**config.mk**
```make
export PLATFORM = sky130hd
export DESIGN_NAME = xmb_bus
export DESIGN_NICKNAME = d
export VERILOG_FILES = /design/src/core/xmb_pkg.sv /design/src/core/xmb_bus.sv
export SDC_FILE = /design/constraint.sdc
export NUM_CORES = 1
export LEC_CHECK = 0
export BUFFER_PORTS_ARGS = -buffer_cell sky130_fd_sc_hd__buf_2
export CORE_MARGIN = 2
export CORE_UTILIZATION = 40
export DETAILED_ROUTE_END_ITERATION = 10
export PLACE_DENSITY = 0.67
export SYNTH_ARGS = -nofsm -noshare
export SYNTH_HDL_FRONTEND = slang
export SYNTH_SLANG_ARGS = --single-unit
```
**constraint.sdc**
```tcl
create_clock -name core_clk_in -period 2.4 [get_ports core_clk_in]
set_input_delay 0.36 -clock core_clk_in [delete_from_list [all_inputs] [get_ports core_clk_in]]
set_output_delay 0.36 -clock core_clk_in [all_outputs]
set_load 0.01 [all_outputs]
```
**src/core/xmb_pkg.sv**
```systemverilog
// Purpose: constants for the external memory bus and pin-control block
// Assumes: one oscillator period per core clock cycle, twelve periods per machine cycle
// Notes: pin-level behaviour only; the processor core drives the request inputs
// Notes on behaviour
// - address latch strobe pulses every six oscillator periods in normal operation
// - one address latch strobe pulse is dropped during each external data access
// - with strobe-disable bit set, strobe pulses only during data or code moves
// - strobe-disable bit is ignored while executing from external program memory
// - program store strobe twice per machine cycle in external execution only, two skipped per data access
// - reset pin high for two machine cycles resets the device
// - access select low fetches all code 0000 to ffff externally
// - with lock bit 1, access select is latched at reset and then ignored
// - access select high executes from internal program memory
// - port zero multiplexes low address and data during external accesses
// - port two drives high address for fetches and pointer data accesses
// - port two drives its own latch during register-indirect data accesses
// - P3.6 is the data write strobe, P3.7 the data read strobe
// - writing ones to port zero releases the open-drain pin
// - P1.0 and P1.1 serve as third timer count input and trigger
// - address latch strobe marks valid low address on port zero
package xmb_pkg;
	// timing in oscillator periods
	localparam int unsigned xmb_machine_cycle = 12;
	localparam int unsigned xmb_reset_cycles = 2 * xmb_machine_cycle;
	localparam logic [3:0] xmb_phase_last = 4'hb;
	// strobe phases within a machine cycle (two halves of six periods)
	localparam logic [3:0] xmb_ale_on_a = 4'h0;
	localparam logic [3:0] xmb_ale_off_a = 4'h2;
	localparam logic [3:0] xmb_ale_on_b = 4'h6;
	localparam logic [3:0] xmb_ale_off_b = 4'h8;
	localparam logic [3:0] xmb_pss_on_a = 4'h3;
	localparam logic [3:0] xmb_pss_off_a = 4'h5;
	localparam logic [3:0] xmb_pss_on_b = 4'h9;
	localparam logic [3:0] xmb_pss_off_b = 4'hb;
	// strobe-disable bit location in special function register 8eh
	localparam logic [7:0] xmb_aux_sfr_addr = 8'h8e;
	localparam int unsigned xmb_ale_disable_bit = 0;
	localparam logic [7:0] xmb_port_reset = 8'hff;
	typedef enum logic [1:0] {
		xmb_acc_none,
		xmb_acc_data16,
		xmb_acc_data8
	} xmb_acc_type;
endpackage

```
**src/core/xmb_bus.sv**
```systemverilog
// Purpose: external memory bus timing and port pin control
// Assumes: core_clk_in is the oscillator; requests held stable for a machine cycle
// Notes: open-drain enables are active low (low = drive)
`timescale 1ns/1ps
module xmb_bus (
	// clock and reset
	input wire logic core_clk_in,
	input wire logic rst_b_in,
	// pins from outside
	input wire logic reset_pin_in,
	input wire logic external_access_select_in,
	input wire logic lock_bit1_in,
	input wire logic [7:0] port_zero_pin_in,
	input wire logic [1:0] p1_pin_in,
	// core requests
	input wire logic [7:0] aux_sfr_in,
	input wire logic [7:0] port_zero_latch_in,
	input wire logic [7:0] port_two_latch_in,
	input wire logic [15:0] fetch_addr_in,
	input wire logic [15:0] data_pointer_in,
	input wire logic [7:0] indirect_addr_in,
	input wire logic [7:0] write_data_in,
	input wire logic data_req_in,
	input wire logic data_write_in,
	input wire logic data_wide_in,
	input wire logic code_move_in,
	input wire logic timer_two_clkout_in,
	input wire logic [7:0] p3_latch_in,
	// pins to outside
	output logic ale_out,
	output logic program_store_strobe_b_out,
	output logic [7:0] port_zero_out,
	output logic [7:0] port_zero_oe_b_out,
	output logic [7:0] port_two_out,
	output logic [7:0] p3_out,
	output logic p1_0_out,
	// to core
	output logic device_reset_out,
	output logic ext_exec_out,
	output logic machine_cycle_start_out,
	output logic [7:0] read_data_out,
	output logic read_valid_out,
	output logic timer_two_count_input_out,
	output logic timer_two_trigger_out
);
	logic [3:0] phase, next_phase;
	logic [4:0] rst_cnt, next_rst_cnt;
	logic dev_rst, next_dev_rst;
	logic ea_lat, next_ea_lat;
	logic was_rst, next_was_rst;
	logic acc_on, next_acc_on;
	xmb_pkg::xmb_acc_type acc_kind, next_acc_kind;
	logic acc_wr, next_acc_wr;
	logic [15:0] acc_addr, next_acc_addr;
	logic [7:0] acc_wdata, next_acc_wdata;
	logic ale, next_ale;
	logic pss_b, next_pss_b;
	logic [7:0] p0, next_p0;
	logic [7:0] p0_oe_b, next_p0_oe_b;
	logic [7:0] p2, next_p2;
	logic [7:0] p3, next_p3;
	logic p10, next_p10;
	logic mc_start, next_mc_start;
	logic [7:0] rdat, next_rdat;
	logic rvalid, next_rvalid;
	logic t2c, next_t2c;
	logic t2x, next_t2x;
	logic ext_exec;
	logic ale_disabled;

	// ----------------------------------------
	// execution mode
	// ----------------------------------------
	// latched level when locked, live pin otherwise
	assign ext_exec = lock_bit1_in ? ~ea_lat : ~external_access_select_in;
	assign ale_disabled = aux_sfr_in[xmb_pkg::xmb_ale_disable_bit] & ~ext_exec;

	// reset pin filter, strap capture, phase counter
	always_comb begin
		next_phase = (phase == xmb_pkg::xmb_phase_last) ? 4'h0 : phase + 4'h1;
		next_rst_cnt = rst_cnt;
		next_dev_rst = dev_rst;
		next_was_rst = dev_rst;
		next_ea_lat = ea_lat;
		if (!reset_pin_in) begin
			next_rst_cnt = 5'h00;
			next_dev_rst = 1'b0;
		end else if (rst_cnt < 5'(xmb_pkg::xmb_reset_cycles - 1)) begin
			next_rst_cnt = rst_cnt + 5'h01;
		end else begin
			next_dev_rst = 1'b1;
		end
		if (dev_rst) begin
			next_phase = 4'h0;
			next_ea_lat = external_access_select_in;
		end
	end

	// ----------------------------------------
	// external data access capture
	// ----------------------------------------
	// an access occupies the machine cycle after it is requested
	always_comb begin
		next_acc_on = acc_on;
		next_acc_kind = acc_kind;
		next_acc_wr = acc_wr;
		next_acc_addr = acc_addr;
		next_acc_wdata = acc_wdata;
		if (phase == xmb_pkg::xmb_phase_last) begin
			next_acc_on = data_req_in & ~dev_rst;
			next_acc_kind = data_wide_in ? xmb_pkg::xmb_acc_data16 : xmb_pkg::xmb_acc_data8;
			next_acc_wr = data_write_in;
			next_acc_addr = data_wide_in ? data_pointer_in : {port_two_latch_in, indirect_addr_in};
			next_acc_wdata = write_data_in;
		end
		if (dev_rst) begin
			next_acc_on = 1'b0;
		end
	end

	// ----------------------------------------
	// strobes and port pins
	// ----------------------------------------
	always_comb begin
		next_ale = ale;
		next_pss_b = pss_b;
		next_p0 = p0;
		next_p0_oe_b = p0_oe_b;
		next_p2 = p2;
		next_p3 = p3_latch_in;
		next_rdat = rdat;
		next_rvalid = 1'b0;
		next_mc_start = (next_phase == 4'h0) & ~dev_rst;
		// address latch strobe at both half-cycle points
		if (next_phase == xmb_pkg::xmb_ale_on_a || next_phase == xmb_pkg::xmb_ale_on_b) begin
			next_ale = 1'b1;
			if (acc_on && next_phase == xmb_pkg::xmb_ale_on_b) begin
				next_ale = 1'b0;
			end else if (ale_disabled && !acc_on && !code_move_in) begin
				next_ale = 1'b0;
			end
		end else if (next_phase == xmb_pkg::xmb_ale_off_a || next_phase == xmb_pkg::xmb_ale_off_b) begin
			next_ale = 1'b0;
		end
		// program store strobe, only in external execution, none during data cycle
		if ((next_phase == xmb_pkg::xmb_pss_on_a || next_phase == xmb_pkg::xmb_pss_on_b) && ext_exec && !acc_on) begin
			next_pss_b = 1'b0;
		end else if (next_phase == xmb_pkg::xmb_pss_off_a || next_phase == xmb_pkg::xmb_pss_off_b || acc_on) begin
			next_pss_b = 1'b1;
		end
		// port zero: address at strobe, then write data, release, or the port zero latch
		if (next_ale) begin
			next_p0 = acc_on ? acc_addr[7:0] : fetch_addr_in[7:0];
			next_p0_oe_b = (ext_exec || acc_on) ? 8'h00 : port_zero_latch_in;
			next_p2 = acc_on ? acc_addr[15:8] : (ext_exec ? fetch_addr_in[15:8] : port_two_latch_in);
		end else if (next_phase == xmb_pkg::xmb_ale_off_a || next_phase == xmb_pkg::xmb_ale_off_b) begin
			if (acc_on && acc_wr) begin
				next_p0 = acc_wdata;
				next_p0_oe_b = 8'h00;
			end else if (acc_on || ext_exec) begin
				next_p0 = 8'hff;
				next_p0_oe_b = 8'hff;
			end else begin
				next_p0 = port_zero_latch_in;
				next_p0_oe_b = port_zero_latch_in;
			end
		end
		// data strobes on P3.6 / P3.7 across the middle of the data cycle
		if (acc_on && phase >= xmb_pkg::xmb_pss_on_a && phase < xmb_pkg::xmb_pss_off_b) begin
			next_p3[6] = ~acc_wr;
			next_p3[7] = acc_wr;
		end
		if (acc_on && !acc_wr && phase == xmb_pkg::xmb_pss_off_b - 4'h1) begin
			next_rdat = port_zero_pin_in;
			next_rvalid = 1'b1;
		end
		if (!pss_b && next_pss_b && !acc_on) begin
			next_rdat = port_zero_pin_in;
			next_rvalid = 1'b1;
		end
		if (dev_rst) begin
			next_ale = 1'b0;
			next_pss_b = 1'b1;
			next_p0_oe_b = 8'hff;
			next_p2 = xmb_pkg::xmb_port_reset;
			next_p3 = xmb_pkg::xmb_port_reset;
		end
	end

	// timer two alternate pins
	always_comb begin
		next_t2c = p1_pin_in[0];
		next_t2x = p1_pin_in[1];
		next_p10 = timer_two_clkout_in;
	end

	always_ff @(posedge core_clk_in or negedge rst_b_in) begin
		if (!rst_b_in) begin
			phase <= 4'h0;
			rst_cnt <= 5'h00;
			dev_rst <= 1'b1;
			was_rst <= 1'b1;
			ea_lat <= 1'b1;
			acc_on <= 1'b0;
			acc_kind <= xmb_pkg::xmb_acc_none;
			acc_wr <= 1'b0;
			acc_addr <= 16'h0000;
			acc_wdata <= 8'h00;
			ale <= 1'b0;
			pss_b <= 1'b1;
			p0 <= xmb_pkg::xmb_port_reset;
			p0_oe_b <= 8'hff;
			p2 <= xmb_pkg::xmb_port_reset;
			p3 <= xmb_pkg::xmb_port_reset;
			p10 <= 1'b1;
			mc_start <= 1'b0;
			rdat <= 8'h00;
			rvalid <= 1'b0;
			t2c <= 1'b0;
			t2x <= 1'b0;
		end else begin
			phase <= next_phase;
			rst_cnt <= next_rst_cnt;
			dev_rst <= next_dev_rst;
			was_rst <= next_was_rst;
			ea_lat <= next_ea_lat;
			acc_on <= next_acc_on;
			acc_kind <= next_acc_kind;
			acc_wr <= next_acc_wr;
			acc_addr <= next_acc_addr;
			acc_wdata <= next_acc_wdata;
			ale <= next_ale;
			pss_b <= next_pss_b;
			p0 <= next_p0;
			p0_oe_b <= next_p0_oe_b;
			p2 <= next_p2;
			p3 <= next_p3;
			p10 <= next_p10;
			mc_start <= next_mc_start;
			rdat <= next_rdat;
			rvalid <= next_rvalid;
			t2c <= next_t2c;
			t2x <= next_t2x;
		end
	end

	// ----------------------------------------
	// outputs
	// ----------------------------------------
	assign ale_out = ale;
	assign program_store_strobe_b_out = pss_b;
	assign port_zero_out = p0;
	assign port_zero_oe_b_out = p0_oe_b;
	assign port_two_out = p2;
	assign p3_out = p3;
	assign p1_0_out = p10;
	assign device_reset_out = dev_rst;
	assign ext_exec_out = ea_lat_q_out();
	assign machine_cycle_start_out = mc_start;
	assign read_data_out = rdat;
	assign read_valid_out = rvalid;
	assign timer_two_count_input_out = t2c;
	assign timer_two_trigger_out = t2x;

	function automatic logic ea_lat_q_out();
		return ~ea_lat;
	endfunction
endmodule

```
==> metrics, run 1 <==
status=completed; Layout Area Growth over Synthesis=27.80%; post-synthesis xor/xnor area fraction=around 1.2%; crit-path max FO=10; post-synthesis compound-gate area fraction=between 15 and 20%; R2R Setup Slk=~110 ps; pin count of the biggest net entering global routing=49; WP data required=about 2700 ps; Post-synth EDFFs=0; Slew Viols, Final=0; initial core utilization=40.79%; 1st-iter DRT viols=between 100 and 150; multiplexer share of the synthesized area=16.50%; Worst-Margin Slew=about 560 ps; Die Height=~110 um; R2R Path End=port_zero_out[3]; CP arrival=2570 ps; std cell rows=38; placed cell area=about 5300 sq um; Mapped Cells=401; # setup viols final=0; worst reg-to-reg path cell count=8; Hold Path Origin=timer_two_clkout_in; register area=2148 sq um; first-pass GRT wire length=roughly 17,000 um; Mapped Nets=around 500; CTS Buf Count=9; number of setup buffers added after CTS=0; DR vias=3,563; syn avg cell area=about 11 sq um; Max H-tree Level=3; Yosys reg bits=84; multi-input logic area=around 2100 sq um; main combinational cell family by area after synthesis=compound AO/OA/AOI/OAI gates; DR DRC count=0; vias in the first global route=3,575; post-route ant nets=0; IO Port Bufs=between 100 and 150; layout cells sized above 1=between 40% and 50%; Max VDD drop=between 0.4 and 0.5 mV; met1 WL=~4600 um; Worst Hold Class=primary input to register; Yosys cell types=between 50 and 60; critical path type=register to register; Post-Synthesis Cell Area=between 4000 and 5000 sq um; fillers=between 1k and 1.5k; drt wl/cell=about 16 um; post-route design area=5602 sq um; worst hold path cell count=1; Worst setup SP type=register; clk slew on worst S/H paths=roughly 80 ps; DP HPWL=8072 um; CTS Buffer Depth=2; Final Power=between 6 and 7 mW; DR WL met2=5373 um; # IOs=about 150; Clock Latency Late Sink=between 300 and 400 ps; synth warn=0; GRT overflow=0; R2R Path Start=phase[0]; Tmin final=approximately 2300 ps; WHS=around 95 ps; max_slew headroom=~63%; clk sink count=84; routed wire length=roughly 11,000 um; Seq/Total Area, Yosys=around 49%; Max Cap Viol=0; final number of hold-violating endpoints=0; Fmax=approximately 0.44 GHz; area of the core=10,750 sq um; first drt pass iteration count=4; Nets=~650; Tcrit/Tclk final=approximately 95%; worst clock skew=13.52 ps; Die Area=11,810 sq um; PwrDens=1192 nW/um^2; Async SR Flop Fraction=100.0%; Via density=between 5 and 6; initial antenna violation count=0; GRT Util Overall=between 10% and 20%; Post-Synth Simple-Gate Area=between 10% and 20%; RSZ-0062 raised after global routing=yes; CTS tree=yes; clk root buf=clkbuf_8; # diodes=0; met3 wire length=703 um; crit end category=register; Final GP Congestion=~0.83; P_leak=2.641 nW; die width=108.7 um; Top Layer Used=met4; Post-Synth Adder-Cell Area=0.8564%; Hold Path Sink=p1_0_out; dominant synthesized flop cell=dfrtp_1
per-layer routing:
| layer | vias up | global-route usage (%) |
|---|---|---|
| met1 | 1698 | 22.78 |
| met3 | 11 | 4.901 |
| met5 | - | 0 |
| met2 | 119 | 32.59 |
| met4 | 0 | 5.586 |
| li1 | 1735 | - |
final cells by class:
cell class	instances	share of cell area (%)
Inverter	13	0.9158
Sequential cell	84	38.35
Multi-Input combinational cell	277	37.10
Clock buffer	12	2.770
Timing Repair Buffer	164	16.44
Clock inverter	4	1.296
Tap cell	140	3.127
critical path, cell delays in order, from the launching register on:
cell	delay, ps
dfrtp_2	430
inv_4	50
ha_4	310
nand2_1	120
or3_1	350
a21oi_2	220
o311a_1	270
nor3_1	100
a221o_1	350
state kept, by name, indices dropped and copies added (netlist names), 4 cells and up:
name	flops
acc_addr	16
acc_wdata	8
p3_out	8
phase	4
port_two_out	8
port_zero_oe_b_out	8
port_zero_out	8
read_data_out	8
rst_cnt	5
synth_stat cells (4+ instances only):
master | count | area, sq um
mux2_2 | 10 | 112.6
o211ai_1 | 8 | 60.06
buf_2 | 5 | 25.02
nor2_1 | 16 | 60.06
mux2i_1 | 52 | 520.5
o21ai_0 | 32 | 160.2
o22a_1 | 6 | 52.55
inv_1 | 13 | 48.80
a21oi_1 | 23 | 115.1
mux2_1 | 8 | 90.09
xnor2_1 | 4 | 35.03
nor2b_1 | 6 | 37.54
dfrtp_1 | 48 | 1201
a221o_1 | 9 | 90.09
or2_2 | 7 | 43.79
nand2_1 | 39 | 146.4
dfstp_2 | 36 | 945.9
clkbuf_1 | 14 | 52.55
and2_1 | 4 | 25.02
timing repair:
item                                   in CTS  in global routing
endpoints found under the hold margin      19                  0
gates resized for setup                     2                  3
hold buffers                                1                  0
setup endpoints to repair                  19                 27
pin swaps                                   0                  1
power by group:
group          internal (mW)  switching [mW]  leakage, nW  total [mW]
clock network          0.642           0.509        0.113        1.15
logic                   1.43            1.59         1.57        3.02
registers               2.15           0.358        0.963        2.51
total                   4.22            2.46         2.64        6.68
stage by stage:
| step | std cells | utilization (%) | setup TNS [ps] | worst slack [ps] |
|---|---|---|---|---|
| after floorplan | 401 | - | 0 | 12.60 |
| after global placement | 677 | 49.72 | 0 | 16.20 |
| after detailed placement | 677 | 49.72 | -305.7 | -46.87 |
| after CTS | 694 | 51.98 | 0 | 11.26 |
| after global routing | 694 | 52.13 | -31.59 | -18.50 |
| final | 694 | 52.13 | 0 | 113.5 |
cell families after synthesis:
| group | after synthesis |
|---|---|
| AO/OA/AOI/OAI | 103 |
| AND/OR/NAND/NOR | 95 |
| flip-flops | 84 |
| multiplexers | 70 |
| buffers and inverters | 40 |
| XOR/XNOR | 6 |
| adder cells (fa/ha/maj) | 3 |
layout by cell type, fill, tap and decap left out, types with 2 or more instances in the layout:
cell       synthesis  layout
a211oi_1           2       2
a21boi_0           2       2
a21oi_1           23      22
a221o_1            9       9
a31oi_1            2       2
and2_1             4       4
buf_12             0       3
buf_2              5     140
buf_4              2      20
bufinv_16          0       2
clkbuf_8           0      11
dfrtp_1           48      47
dfstp_2           36      36
inv_1             13      12
mux2_1             8       8
mux2_2            10      10
mux2i_1           52      52
nand2_1           39      39
nand2b_1           2       2
nand3_1            3       3
nand3b_1           2       2
nor2_1            16      16
nor2b_1            6       6
nor3_1             3       3
nor4_1             2       2
o211ai_1           8       8
o21ai_0           32      32
o22a_1             6       6
o22ai_1            2       2
o31ai_1            2       2
or2_2              7       7
or3_1              3       3
xnor2_1            4       4
xor2_1             2       2
worst max path at each step:
stage	startpoint	endpoint	slack (ps)	cells past startpoint
finish	phase[0]	port_zero_out[3]	110	8
global route	phase[1]	port_zero_out[6]	-20	7
CTS	phase[0]	port_zero_out[3]	10	8
detailed placement	phase[0]	port_zero_out[3]	-50	8
global placement	phase[0]	port_zero_out[3]	20	8
floorplan	phase[0]	port_zero_oe_b_out[7]	10	11
Power figures use the tool's default switching activity.
==> run 2, diff against run 1 <==
--- a/config.mk
+++ b/config.mk
@@ -6,7 +6,8 @@
 export NUM_CORES = 1
 export LEC_CHECK = 0
 export BUFFER_PORTS_ARGS = -buffer_cell sky130_fd_sc_hd__buf_2
-export CORE_MARGIN = 2
+export CAP_MARGIN = 30
+export CORE_MARGIN = 4
 export CORE_UTILIZATION = 40
 export DETAILED_ROUTE_END_ITERATION = 10
 export PLACE_DENSITY = 0.67
==> metrics, run 2 (synthesis gave the netlist of run 1 again) <==
number of setup buffers added after CTS=0; switching part of the total=roughly 36%; Worst-Margin Slew=between 500 and 600 ps; CTS Buf Count=9; most frequent cells in the layout=buf_2, mux2i_1, dfrtp_1; clk slew on worst S/H paths=90 ps; drt wl/cell=around 15 um; worst reg-to-reg path cell count=7; die width=about 110 um; Die Area=roughly 13,000 sq um; Tmin final=2255 ps; Worst Hold Class=primary input to register; area of the core=approximately 11,000 sq um; first drt pass iteration count=4; Via density=~5.0; std cell rows=37; Max Cap Viol=0; Tcrit/Tclk final=93.95%; worst hold path cell count=1; # IOs=between 100 and 150; Clock Latency Late Sink=approximately 350 ps; crit-path max FO=9; Fmax=around 0.44 GHz; Slew Viols, Final=0; status=completed; IO Port Bufs=~140; crit end category=register; net switching power figure=around 2.5 mW; critical path type=register to register; PwrDens=1212 nW/um^2; initial antenna violation count=0; DP HPWL=between 8000 and 9000 um; DR vias=3,565; Layout Area Growth over Synthesis=31.57%; Comb pwr share=a little under half; CTS Buffer Depth=2; Max H-tree Level=3; first-pass GRT wire length=between 15,000 and 20,000 um; clk sink count=84; Nets=~670; GRT overflow=0; part of the power in registers=a little over a third; P_leak=between 2 and 3 nW; max_slew headroom=60.94%; commonest non-fill, non-tap cell in the layout=buf_2; worst clock skew=around 14 ps; GRT Util Overall=17.44%; 1st-iter DRT viols=102; final number of hold-violating endpoints=0; DR DRC count=0; fillers=936; Die Height=112.7 um; routed wire length=10,920 um; CTS tree=yes; clk root buf=clkbuf_8; WP data required=about 2700 ps; WHS=around 100 ps; # setup viols final=0; max reg flops=16; Reg with most FFs=acc_addr; Max VDD drop=around 0.48 mV; pin count of the biggest net entering global routing=48; Worst setup SP type=register; Clock Power Share=17.9%; initial core utilization=a little over two fifths; layout cells sized above 1=about 47%; Final Power=between 6 and 7 mW; CP arrival=2520 ps; post-route ant nets=0; Int Pwr=4.466 mW; Final GP Congestion=0.8347; vias in the first global route=approximately 3.7k
run 2: cell types whose count changed in the layout (fill, tap and decap cells not counted), sizes merged:
cell	before	now
clkbuf	12	11
buf	163	178
bufinv	2	3
clkinvlp	1	0
diode	0	1
inv	13	14
run 2: timing repair:
item / CTS / global route
hold buffers: 1 / 0
resized for setup: 2 / 8
endpoints found under the hold margin: 6 / 0
pin swaps: 0 / 3
endpoints found under the setup margin: 9 / 33
run 2: worst max-delay path, cell delays in order (launching register included):
cell     delay, ps
dfrtp_1        450
ha_2           330
nand2_1        130
or3_1          340
a21oi_2        200
o311a_1        250
nor3_1         110
a221o_1        370
run 2: final timing paths:
path	start	end	slack, ps
setup reg to reg	phase[1]	port_zero_out[3]	150
max in group asynchronous	rst_b_in	port_zero_oe_b_out[3]	1360
min in group asynchronous	rst_b_in	acc_addr[1]	420
hold / removal	timer_two_clkout_in	p1_0_out	100
hold reg to reg	port_zero_out[6]	port_zero_out[6]	480
setup / recovery	phase[1]	port_zero_out[3]	150
run 2: area by class of cell:
| type | instances | area, sq um | area share (%) |
|---|---|---|---|
| diodes | 1 | 2.502 | 0.04339 |
| clock buffers | 11 | 141.4 | 2.452 |
| clock inverters | 5 | 107.6 | 1.866 |
| inverters | 13 | 51.30 | 0.8896 |
| multi-input cells | 277 | 2100 | 36.41 |
| flip-flops and latches | 84 | 2148 | 37.25 |
| well taps | 136 | 170.2 | 2.951 |
| repair buffers | 179 | 1046 | 18.14 |
run 2: power by group through the flow:
stage | logic [mW] | registers, mW | clock network (mW)
2_1_floorplan | 1.99 | 2.59 | 0
3_3_place_gp | 3.12 | 2.52 | 0
3_5_place_dp | 3.18 | 2.54 | 0
4_1_cts | 3.21 | 2.52 | 1.28
5_1_grt | 3.56 | 2.61 | 1.35
6_report | 3.22 | 2.52 | 1.25
run 2: metrics by stage:
| stage | utilization, % | area (sq um) | setup WS, ps | std cells | setup TNS [ps] |
|---|---|---|---|---|---|
| 4_1_cts | 54.54 | 5732 | 1.035 | 705 | 0 |
| 3_3_place_gp | 51.98 | 5463 | 26.59 | 688 | 0 |
| 5_1_grt | 54.85 | 5764 | -3.786 | 705 | -5.949 |
| 3_5_place_dp | 51.98 | 5463 | 22.63 | 688 | 0 |
| 6_report | 54.88 | 5767 | 145.1 | 706 | 0 |
| 2_1_floorplan | - | 4397 | 12.60 | 401 | 0 |
run 2: metal layers:
layer  track usage [%]  part of all wire, %
met5                 0                    0
met4             5.929                  1.7
met3             3.720                  4.6
met2             28.59                   50
met1             22.90                   44
